[src/core/cisr_pkg.sv]
// Constants, register map and encodings for the store/return executor
package cisr_pkg;
    // Clock and instruction cycle timing
    localparam int CLK_MHZ   = 250;
    localparam int INSTR_NS  = 16;
    localparam int CYCLE_DIV = (INSTR_NS * CLK_MHZ + 999) / 1000;
    localparam logic [2:0] CNT_LAST = 3'(CYCLE_DIV - 1);

    // Register byte offsets
    localparam logic [5:0] OFS_CMD     = 6'h00;
    localparam logic [5:0] OFS_ACC     = 6'h04;
    localparam logic [5:0] OFS_PTR0    = 6'h08;
    localparam logic [5:0] OFS_PTR1    = 6'h0c;
    localparam logic [5:0] OFS_OPTION  = 6'h10;
    localparam logic [5:0] OFS_FLAGS   = 6'h14;
    localparam logic [5:0] OFS_INTCTL  = 6'h18;
    localparam logic [5:0] OFS_PWRCTL  = 6'h1c;
    localparam logic [5:0] OFS_PC      = 6'h20;

    // Command word field positions, plus enable and reset flag bits
    localparam int CMD_W        = 12;
    localparam int CMD_OP_LSB   = 0;
    localparam int CMD_N_BIT    = 3;
    localparam int CMD_MM_LSB   = 4;
    localparam int CMD_K_LSB    = 6;
    localparam int CMD_BUSY_BIT = 16;
    localparam int GIE_BIT      = 7;
    localparam int RI_BIT       = 2;

    // Operation codes
    localparam logic [2:0] OP_NOP       = 3'h0;
    localparam logic [2:0] OP_STORE     = 3'h1;
    localparam logic [2:0] OP_STORE_REL = 3'h2;
    localparam logic [2:0] OP_OPTION    = 3'h3;
    localparam logic [2:0] OP_RESET     = 3'h4;
    localparam logic [2:0] OP_RETFI     = 3'h5;
    localparam logic [2:0] OP_RETSUB    = 3'h6;

    // Pointer mode codes
    localparam logic [1:0] MM_PRE_INC  = 2'h0;
    localparam logic [1:0] MM_PRE_DEC  = 2'h1;
    localparam logic [1:0] MM_POST_INC = 2'h2;
    localparam logic [1:0] MM_POST_DEC = 2'h3;

    // Values after reset
    localparam logic [15:0] RST_PTR    = 16'h0000;
    localparam logic [7:0]  RST_OPTION = 8'hff;
    localparam logic [7:0]  RST_INTCTL = 8'h00;
    localparam logic        RST_RI     = 1'b1;

    typedef enum logic [2:0] {
        ST_IDLE   = 3'b001,
        ST_EXEC   = 3'b010,
        ST_SECOND = 3'b100
    } cisr_state_e;
endpackage : cisr_pkg

[src/core/cisr_core.sv]
// Executor for indirect store, option load, reset and return operations
// Behaviour
// - Store accumulator at selected pointer's address
// - Pre modes adjust first, post modes after
// - Mode codes: preinc, predec, postinc, postdec
// - Relative form adds signed offset, pointer kept
// - Pointers are 16 bits and wrap silently
// - Store and pointer updates leave flags alone
// - Option load copies accumulator, flags untouched
// - Soft reset resets device, clears reset flag
// - Interrupt return pops, loads PC, sets enable
// - Subroutine return pops, loads PC, two cycles
`timescale 1ns/10ps
module cisr_core
    import cisr_pkg::*;
#(
    parameter int PC_W = 15
) (
    input  wire logic            core_clk_in,
    input  wire logic            srst_in,
    input  wire logic [5:0]      avs_address_in,
    input  wire logic            avs_read_in,
    input  wire logic            avs_write_in,
    input  wire logic [31:0]     avs_writedata_in,
    input  wire logic [3:0]      avs_byteenable_in,
    output logic      [31:0]     avs_readdata_out,
    output logic                 avs_waitrequest_out,
    output logic                 mem_wr_out,
    output logic      [15:0]     mem_addr_out,
    output logic      [7:0]      mem_wdata_out,
    output logic                 stack_pop_out,
    input  wire logic [PC_W-1:0] stack_top_in,
    output logic                 soft_reset_out,
    output logic      [7:0]      option_out,
    output logic                 gie_out
);
    localparam int CYC_SPAN = CYCLE_DIV;

    cisr_state_e      state;
    logic [2:0]       cyc_cnt;
    logic             cyc_en;
    logic             soft_rst;
    logic             rst_all;
    logic             ack;
    logic             req;
    logic             cmd_stall;
    logic             accept;
    logic             wr_en;
    logic [CMD_W-1:0] cmd;
    logic [7:0]       acc;
    logic [15:0]      ptr [2];
    logic [7:0]       option;
    logic [2:0]       flags;
    logic [7:0]       intctl;
    logic             ri;
    logic [PC_W-1:0]  pc;
    logic [2:0]       op;
    logic             sel_n;
    logic [1:0]       mm;
    logic [15:0]      k_ext;
    logic [15:0]      sel_ptr;
    logic [15:0]      eff_addr;
    logic [15:0]      next_ptr;
    logic             do_exec;
    logic             is_store;
    logic             is_ret;

    // Byte lanes of a write merged over the old word
    function automatic logic [31:0] be_merge(input logic [31:0] old,
                                             input logic [31:0] wd,
                                             input logic [3:0]  be);
        logic [31:0] res;
        res = old;
        for (int i = 0; i < 4; i++) begin
            if (be[i]) begin
                res[i*8 +: 8] = wd[i*8 +: 8];
            end
        end
        return res;
    endfunction : be_merge

    // A soft reset clears everything the hardware reset clears except soft_rst itself and ri, which it clears where the pin sets it
    assign rst_all = srst_in | soft_rst;

    // Instruction cycle enable from the core clock
    always_ff @(posedge core_clk_in) begin
        if (rst_all || cyc_en) begin
            cyc_cnt <= 3'h0;
        end else begin
            cyc_cnt <= cyc_cnt + 3'h1;
        end
    end
    assign cyc_en = (cyc_cnt == CNT_LAST);

    // Bus handshake; a command write stalls while one is running
    assign req       = avs_read_in | avs_write_in;
    assign cmd_stall = avs_write_in && (avs_address_in == OFS_CMD)
                       && (state != ST_IDLE);
    assign accept    = req && !ack && !cmd_stall;
    assign wr_en     = accept && avs_write_in;
    assign avs_waitrequest_out = req && !ack;

    always_ff @(posedge core_clk_in) begin
        if (rst_all) begin
            ack <= 1'b0;
        end else begin
            ack <= accept;
        end
    end

    // Command decode
    assign op      = cmd[CMD_OP_LSB +: 3];
    assign sel_n   = cmd[CMD_N_BIT];
    assign mm      = cmd[CMD_MM_LSB +: 2];
    assign k_ext   = {{10{cmd[CMD_K_LSB + 5]}}, cmd[CMD_K_LSB +: 6]};
    assign sel_ptr = ptr[sel_n];
    assign do_exec  = (state == ST_EXEC) && cyc_en;
    assign is_store = (op == OP_STORE) || (op == OP_STORE_REL);
    assign is_ret   = (op == OP_RETFI) || (op == OP_RETSUB);

    // Effective address and pointer after the store; sums wrap at 16 bits
    always_comb begin
        eff_addr = sel_ptr;
        next_ptr = sel_ptr;
        if (op == OP_STORE_REL) begin
            eff_addr = 16'(sel_ptr + k_ext);
        end else begin
            unique case (mm)
                MM_PRE_INC: begin
                    eff_addr = 16'(sel_ptr + 16'h0001);
                    next_ptr = eff_addr;
                end
                MM_PRE_DEC: begin
                    eff_addr = 16'(sel_ptr - 16'h0001);
                    next_ptr = eff_addr;
                end
                MM_POST_INC: begin
                    next_ptr = 16'(sel_ptr + 16'h0001);
                end
                MM_POST_DEC: begin
                    next_ptr = 16'(sel_ptr - 16'h0001);
                end
            endcase
        end
    end

    // Sequencer: returns hold a second instruction cycle
    always_ff @(posedge core_clk_in) begin
        if (rst_all) begin
            state <= ST_IDLE;
        end else begin
            unique case (state)
                ST_IDLE: begin
                    if (wr_en && avs_address_in == OFS_CMD) begin
                        state <= ST_EXEC;
                    end
                end
                ST_EXEC: begin
                    if (cyc_en) begin
                        state <= is_ret ? ST_SECOND : ST_IDLE;
                    end
                end
                ST_SECOND: begin
                    if (cyc_en) begin
                        state <= ST_IDLE;
                    end
                end
                default: state <= ST_IDLE;
            endcase
        end
    end

    // Command register, only loaded while idle
    always_ff @(posedge core_clk_in) begin
        if (rst_all) begin
            cmd <= '0;
        end else if (wr_en && avs_address_in == OFS_CMD) begin
            cmd <= CMD_W'(be_merge(32'(cmd), avs_writedata_in,
                                   avs_byteenable_in));
        end
    end

    // Accumulator and flags belong to software; no operation here writes
    // them, so flags keep their value through every store
    always_ff @(posedge core_clk_in) begin
        if (rst_all) begin
            acc   <= 8'h00;
            flags <= 3'h0;
        end else if (wr_en) begin
            if (avs_address_in == OFS_ACC && avs_byteenable_in[0]) begin
                acc <= avs_writedata_in[7:0];
            end
            if (avs_address_in == OFS_FLAGS && avs_byteenable_in[0]) begin
                flags <= avs_writedata_in[2:0];
            end
        end
    end

    // Pointers; the executor wins over a bus write in the same cycle
    always_ff @(posedge core_clk_in) begin
        if (rst_all) begin
            ptr[0] <= RST_PTR;
            ptr[1] <= RST_PTR;
        end else begin
            if (wr_en && avs_address_in == OFS_PTR0) begin
                ptr[0] <= 16'(be_merge(32'(ptr[0]), avs_writedata_in,
                                       avs_byteenable_in));
            end
            if (wr_en && avs_address_in == OFS_PTR1) begin
                ptr[1] <= 16'(be_merge(32'(ptr[1]), avs_writedata_in,
                                       avs_byteenable_in));
            end
            if (do_exec && op == OP_STORE) begin
                ptr[sel_n] <= next_ptr;
            end
        end
    end

    // Data memory write port, one pulse per store
    always_ff @(posedge core_clk_in) begin
        if (rst_all) begin
            mem_wr_out    <= 1'b0;
            mem_addr_out  <= 16'h0000;
            mem_wdata_out <= 8'h00;
        end else begin
            mem_wr_out <= do_exec && is_store;
            if (do_exec && is_store) begin
                mem_addr_out  <= eff_addr;
                mem_wdata_out <= acc;
            end
        end
    end

    // Option register load from the accumulator
    always_ff @(posedge core_clk_in) begin
        if (rst_all) begin
            option <= RST_OPTION;
        end else if (do_exec && op == OP_OPTION) begin
            option <= acc;
        end else if (wr_en && avs_address_in == OFS_OPTION
                     && avs_byteenable_in[0]) begin
            option <= avs_writedata_in[7:0];
        end
    end
    assign option_out = option;

    // Interrupt control; the hardware set beats a software clear
    always_ff @(posedge core_clk_in) begin
        if (rst_all) begin
            intctl <= RST_INTCTL;
        end else begin
            if (wr_en && avs_address_in == OFS_INTCTL
                && avs_byteenable_in[0]) begin
                intctl <= avs_writedata_in[7:0];
            end
            if (do_exec && op == OP_RETFI) begin
                intctl[GIE_BIT] <= 1'b1;
            end
        end
    end
    assign gie_out = intctl[GIE_BIT];

    // Stack pop pulse and program counter
    always_ff @(posedge core_clk_in) begin
        if (rst_all) begin
            stack_pop_out <= 1'b0;
            pc            <= '0;
        end else begin
            stack_pop_out <= do_exec && is_ret;
            if (do_exec) begin
                pc <= is_ret ? stack_top_in : PC_W'(pc + 1'b1);
            end else if (wr_en && avs_address_in == OFS_PC) begin
                pc <= PC_W'(be_merge(32'(pc), avs_writedata_in,
                                     avs_byteenable_in));
            end
        end
    end

    // Soft reset pulse; it must not clear itself, so only the pin resets it
    always_ff @(posedge core_clk_in) begin
        if (srst_in) begin
            soft_rst <= 1'b0;
        end else begin
            soft_rst <= do_exec && (op == OP_RESET);
        end
    end
    assign soft_reset_out = soft_rst;

    // Reset cause flag: set by pin reset, cleared by soft reset
    always_ff @(posedge core_clk_in) begin
        if (srst_in) begin
            ri <= RST_RI;
        end else if (soft_rst) begin
            ri <= 1'b0;
        end else if (wr_en && avs_address_in == OFS_PWRCTL
                     && avs_byteenable_in[0]) begin
            ri <= avs_writedata_in[RI_BIT];
        end
    end

    // Read data captured when the read is taken
    always_ff @(posedge core_clk_in) begin
        if (rst_all) begin
            avs_readdata_out <= 32'h0000_0000;
        end else if (accept && avs_read_in) begin
            avs_readdata_out <= 32'h0000_0000;
            unique case (avs_address_in)
                OFS_CMD: begin
                    avs_readdata_out[CMD_W-1:0]   <= cmd;
                    avs_readdata_out[CMD_BUSY_BIT] <= (state != ST_IDLE);
                end
                OFS_ACC:    avs_readdata_out[7:0]      <= acc;
                OFS_PTR0:   avs_readdata_out[15:0]     <= ptr[0];
                OFS_PTR1:   avs_readdata_out[15:0]     <= ptr[1];
                OFS_OPTION: avs_readdata_out[7:0]      <= option;
                OFS_FLAGS:  avs_readdata_out[2:0]      <= flags;
                OFS_INTCTL: avs_readdata_out[7:0]      <= intctl;
                OFS_PWRCTL: avs_readdata_out[RI_BIT]   <= ri;
                OFS_PC:     avs_readdata_out[PC_W-1:0] <= pc;
                default:    avs_readdata_out <= 32'h0000_0000;
            endcase
        end
    end
endmodule : cisr_core

[config.mk]
export PLATFORM = sky130hd
export DESIGN_NAME = cisr_core
export DESIGN_NICKNAME = d
export VERILOG_FILES = /design/src/core/cisr_pkg.sv /design/src/core/cisr_core.sv
export SDC_FILE = /design/constraint.sdc
export NUM_CORES = 1
export LEC_CHECK = 0
export ABC_AREA = 1
export BUFFER_PORTS_ARGS = -buffer_cell sky130_fd_sc_hd__buf_2
export CORE_ASPECT_RATIO = 1.4
export CORE_UTILIZATION = 59
export CTS_CLUSTER_SIZE = 28
export DETAILED_ROUTE_END_ITERATION = 7
export PLACE_DENSITY = 0.85
export REMOVE_ABC_BUFFERS = 1
export SLEW_MARGIN = 20
export SYNTH_ARGS = -nofsm -noshare
export SYNTH_HDL_FRONTEND = slang
export SYNTH_SLANG_ARGS = --single-unit
export TNS_END_PERCENT = 20
[constraint.sdc]
create_clock -name core_clk_in -period 3.1 [get_ports core_clk_in]
set_clock_uncertainty 0.1 [all_clocks]
set_input_delay 0.62 -clock core_clk_in [delete_from_list [all_inputs] [get_ports core_clk_in]]
set_output_delay 0.62 -clock core_clk_in [all_outputs]
set_load 0.005 [all_outputs]
# Word-level counts from Yosys, hierarchy flattened
# Memories as Yosys holds them, arrays and structs flattened. A register that Yosys moved wholly into a read port is not among the register bits.
# Index checks and enable logic that the tools add are counted.
# classes
bitwise_logic	4
shifts	0
add_sub_neg	5
n_mux	54
magnitude_cmp	0
div_mod_pow	0
n_eq_ne	25
n_mul	0
n_reduce_logical	47
# ops
op	count
$mux W8	16
$mux W16	4
$pmux W16 S2	2
$mux W15	3
$pmux W5 S7	1
$logic_and A1 B1 Y1	25
$eq A6 B5 Y1 const B	4
$pmux W3 S3	2
$mux W1	17
$add A16 B1 Y16 const B	1
$add A16 B16 Y16	1
$pmux W2 S8	1
$pmux W4 S4	1
$sub A16 B1 Y16 const B	1
$add A15 B1 Y15 const B	1
$eq A3 B2 Y1 const B	4
$eq A3 B3 Y1 const B	4
$eq A6 B4 Y1 const B	2
$mux W3	4
$reduce_and A2 Y1	6
$reduce_bool A2 Y1	6
$pmux W1 S9	1
$mux W7	1
$eq A3 B1 Y1 const B	2
other kinds (15)	25
# totals
mem_count	1
register_bits	106
rom_bits	0
output_inout_bits	69
latch_bits	0
ramBits	32
in_bits	61
elab_cells	155
# memory_table
name	depth	word_bits	read_ports	rd_clocked_by_memory_dff	wr	line	source
ptr	2	16	3	1	3	cisr_core.sv:51	logic [15:0] ptr [2];

# Logic depth before layout (Yosys ltp)
# logic_depth
ltp_word	11
mapped_depth	19

# Least setup slack after synthesis
# Ideal clock, no wire load.
# synth_timing
path_type	input-to-reg
from	input avs_address_in[1]
to	memory ptr[0][0], enable pin
setup_time_ns	0.329
n_path_buf	1
slack_ns	0.645
t_required_ns	2.671
path_stages	13
arrival_time_ns	2.026
path_cell_list	nor2_2 nand2_2 nor2_8 nand2_2 o21a_4 nand2_8 inv_2 nand3_1 nand2_2 buf_6 nand2_2 nand2_1 nand2_1
# synth_rtl
element	line	source
start, declared	cisr_core.sv:21	input wire logic [5:0] avs_address_in,
end, declared	cisr_core.sv:51	

==> impl_summary.md <==
Floorplanning
The area enclosed by the die boundary is 16100 sq um. In this run the count of I/O pins placed on the die edge is 130. The site row count is 53. Once the floorplan was initialized, standard cells occupied 60.9% of the core.

The placeable core region is 15100 sq um. The die span in y is 150 um. In this run the horizontal extent of the chip is 108 um.

STA
In the final timing run, aggregate negative setup slack is 0 ps. The number of failing hold endpoints at the final stage is 0. Across all setup checks in the final design, the least slack found is 333 ps. Subtracting the final worst setup slack from the clock period gives 2770 ps. At the pin with the least slew margin, the transition time is a little under 900 ps. The highest clock frequency the design can meet is 361 MHz.

The total count of max-transition violations in the final report is 0. Setup violations remaining at the end of the flow were counted as 0. Setup repair after global routing left no endpoint under its margin. Hold is met by 319 ps. The worst slew slack as a fraction of its limit is ~41%. The ratio of final minimum period to clock period is roughly nine tenths.

CTS
Clock-pin slew was measured on the worst setup and hold paths at 60 ps. The clock tree from TritonCTS is built. The post-CTS setup buffer count is 0.

The cell at the root of the clock tree is clkbuf_16. The clock sink count is 139. The total of hold buffers inserted after clock tree synthesis is 0.

The total number of H-tree levels is 4. Counting along the longest clock path gives a buffer depth of 2. The worst-skew pair later-pin latency is 430 ps. The total clock buffers created by CTS is 17. The count of cells resized by post-cts repair is 0.

Placement
After detailed placement, the design holds a cell count of 1616. Prior to clock tree synthesis, the placed netlist has a worst setup slack of 401 ps. The placer's final routability congestion estimate is 0.964. The half-perimeter wire length after placement is 20.3 mm. The count of buffers from port buffering is 96.

Critical path
The cell type with the highest occurrence count on the critical path is o21ai_1. STA classifies the critical path endpoint as a flip-flop. The setup path with the least slack is of type flip-flop to flip-flop. The required time of the critical path is 3160 ps.

The worst stage delay on the critical path is ~540 ps. The arrival time at the worst endpoint is ~2800 ps. The critical path goes through inv_6 > nand2_1 > nand2_2 > inv_1 > ha_1 > nand3_2 > nor2_1 > o21ai_1 > xor2_1 > o21ai_0 > o21ai_1. For the worst flop-to-flop path, the logic depth is 11. Counting both buffers and inverters, the worst setup path holds a total of 2. In this run the number of cells on the critical path is 11. STA classifies the critical path startpoint as a flip-flop. For this design, the slowest cell found on the critical path is dfxtp_1. Of all nets on the critical path, the largest fanout is 19. The critical path's top delay family is simple AND/OR/NAND/NOR gates.

Global routing
The maximum number of pins on one net before global-route repair is 82. The total grt overflow is 0. The number of global-route vias before repair is slightly above 9000. The number of antenna violations at the first check in global routing came to 0. For this run, the total global-route usage over all layers was measured as 36.0%. The first global-routing pass estimated 44.9 mm of wire.

Synthesis
In the synthesized netlist the async set-or-reset flop fraction comes to 0%. Yosys attributes the largest share of cell area to dfxtp_1 23%, nand2_1 15%, edfxtp_1 10%. The area share of the leading cell type in the synthesized netlist is 23.3%. Summing the areas of all xor and xnor instances in the mapped netlist gives between 1.5 and 2% of the synthesized area. The dominant synthesized flop cell is dfxtp_1.

Of the total synthesized cell area, the portion taken by AND, OR, NAND and NOR gates is 31.9%. After synthesis, the most frequently instantiated cells are 358 x nand2_1, 121 x nand3_1, 119 x inv_1. The largest family of logic cells by synthesized area is simple AND/OR/NAND/NOR gates. In this run the mean area of a mapped cell was 6.77 sq um. The adder and majority cell fraction of the synthesized area is 2.94%. After synthesis the netlist holds a flip-flop and latch count of 139.

Yosys printed 0 warnings. nand2_1 is the most common cell in the netlist. The library cell with the largest summed area after synthesis is dfxtp_1. Summing every instance area after synthesis gives 9200 sq um. The multiplexer share of the synthesized area is 0%. Counting every instance in the synthesized netlist gives 1360.

The area fraction in compound gates after synthesis is around a fifth. Yosys mapped the design onto 54 distinct sky130hd cell types. The synthesized design contains 32 enable-type register cells. For this run, the register share of the synthesized area comes to ~34%.

Final layout
From synthesis to final layout, the design area changed by 11.9%. The number of antenna diodes in the final layout is 0. The number of fill cells is 1277.

At the end of the flow, the number of nets in the layout was 1525. The count of placed standard cells in the final layout, fillers left out is between 1500 and 2000. The share of post-route cells with drive strength above 1 is between 15 and 20%.

Power
The proportion of power drawn by combinational gates is 8.0%. The design internal power is 3150 uW. Across the VDD grid, the largest voltage drop is roughly 270 uV. The leakage dissipation is 0.00469 uW. The overall power of the completed layout is 4230 uW. The net switching power is 1080 uW.

Registers are responsible for about 45% of the overall power. In this run, the clock network consumes 47.1% of the power. Net switching is 25.6% of the power. Dividing total power by cell area gives a power density of 410 nW/um^2.

Detailed routing
In the routed design, unresolved DRC markers number 0. The post-detailed-routing wire length is 28.2 mm. Using the TritonRoute via totals, the vias-per-cell ratio works out to about 6. In this run the remaining antenna-violating nets after routing total 0.

The starting DRC count in detailed routing is 966. The first-pass iteration count of the detailed router is 6. The routed length per instance is around 17 um. Across all layers, the routed design uses 9898 vias.

Min path
Counting instances, the worst hold path has a depth of 1. The kind of path behind the tightest hold check is flip-flop to flip-flop.

Run
Max-cap violations in this run came to 0.

Status
The run finished with clean final reports.
-- final timing paths --
| check | start | endpoint | slack, ps |
|---|---|---|---|
| worst max-delay path | flip-flop | ptr[1][6]$_DFFE_PP_ | 330 |
| worst min-delay path | cyc_cnt[0]$_SDFF_PP0_ | cyc_cnt[0]$_SDFF_PP0_ | 320 |
| worst max register to register | flip-flop | ptr[1][6]$_DFFE_PP_ | 330 |
| worst min register to register | cyc_cnt[0]$_SDFF_PP0_ | cyc_cnt[0]$_SDFF_PP0_ | 320 |
-- flip-flops by register name, indices dropped and copies added, names as in the netlist, named ones only --
name,flops
mem_addr_out,16
soft_reset_out,1
option_out,8
intctl,8
mem_wdata_out,8
avs_readdata_out,17
acc,8
ptr,32
flags,3
cyc_cnt,3
pc,15
ri,1
mem_wr_out,1
state,3
stack_pop_out,1
cmd,12
ack,1
-- power groups by stage --
| stage | clock (uW) | combinational [uW] | sequential (uW) |
|---|---|---|---|
| CTS | 1980 | 329 | 1900 |
| global route | 2060 | 371 | 1900 |
| detailed placement | 0 | 325 | 1940 |
| finish | 1990 | 338 | 1900 |
| floorplan | 0 | 199 | 1930 |
| global placement | 0 | 320 | 1930 |
-- stage by stage --
stage	util, %	area [sq um]
after global routing	68.1	10300
after floorplan	-	8840
final	68.1	10300
after CTS	68.1	10300
after global placement	64.4	9740
after detailed placement	64.4	9740
-- kinds of logic after synthesis --
family | after synthesis
buffers and inverters | 204
AO/OA/AOI/OAI | 315
flip-flops | 139
XOR/XNOR | 20
AND/OR/NAND/NOR | 660
other | 1
adder cells (fa/ha/maj) | 21
-- routing by layer --
| metal | part of all wire [%] | GRT usage, % | up-vias |
|---|---|---|---|
| met5 | 0 | 0 | - |
| met4 | 5.7 | 21.7 | 0 |
| met3 | 8.2 | 5.75 | 144 |
| met2 | 49 | 61.8 | 546 |
| met1 | 37 | 41.6 | 4531 |
| li1 | - | - | 4677 |
-- area by class of cell --
class	count	area, sq um	share of cell area [%]
flip-flops and latches	139	3100	30.1
inverters	135	512	4.97
clock inverters	10	88.8	0.862
repair buffers	119	653	6.34
clock buffers	22	474	4.60
multi-input cells	1031	5230	50.8
well taps	192	240	2.33
-- cell usage in the layout (no fill, tap or decap), types with 3 or more instances in the layout --
cell type  Yosys  routed
a21oi_1      102     102
a22oi_1       13      13
a31oi_1        5       5
buf_2         16      96
buf_4         20      23
clkbuf_16      0      17
clkbuf_8       0       3
clkinv_2       0       3
conb_1         1      15
dfxtp_1      107     107
edfxtp_1      32      32
ha_1          20      20
inv_1        119     119
inv_2         13      13
inv_4          0       3
nand2_1      358     358
nand2_2       23      23
nand2_4        4       4
nand3_1      121     121
nand4_1       14      14
nor2_1       101     101
nor2_2        15      14
nor2_4         2       3
nor3_1         5       5
nor3_2         3       3
nor4_1         3       3
o2111ai_1      3       3
o211ai_1      19      19
o21ai_0      111     111
o21ai_1       29      29
o21ai_2        5       5
o21bai_1       6       6
o22ai_1        9       9
xnor2_1        5       5
xor2_1        15      15
Note: power is estimated with default switching activity, not from simulation.
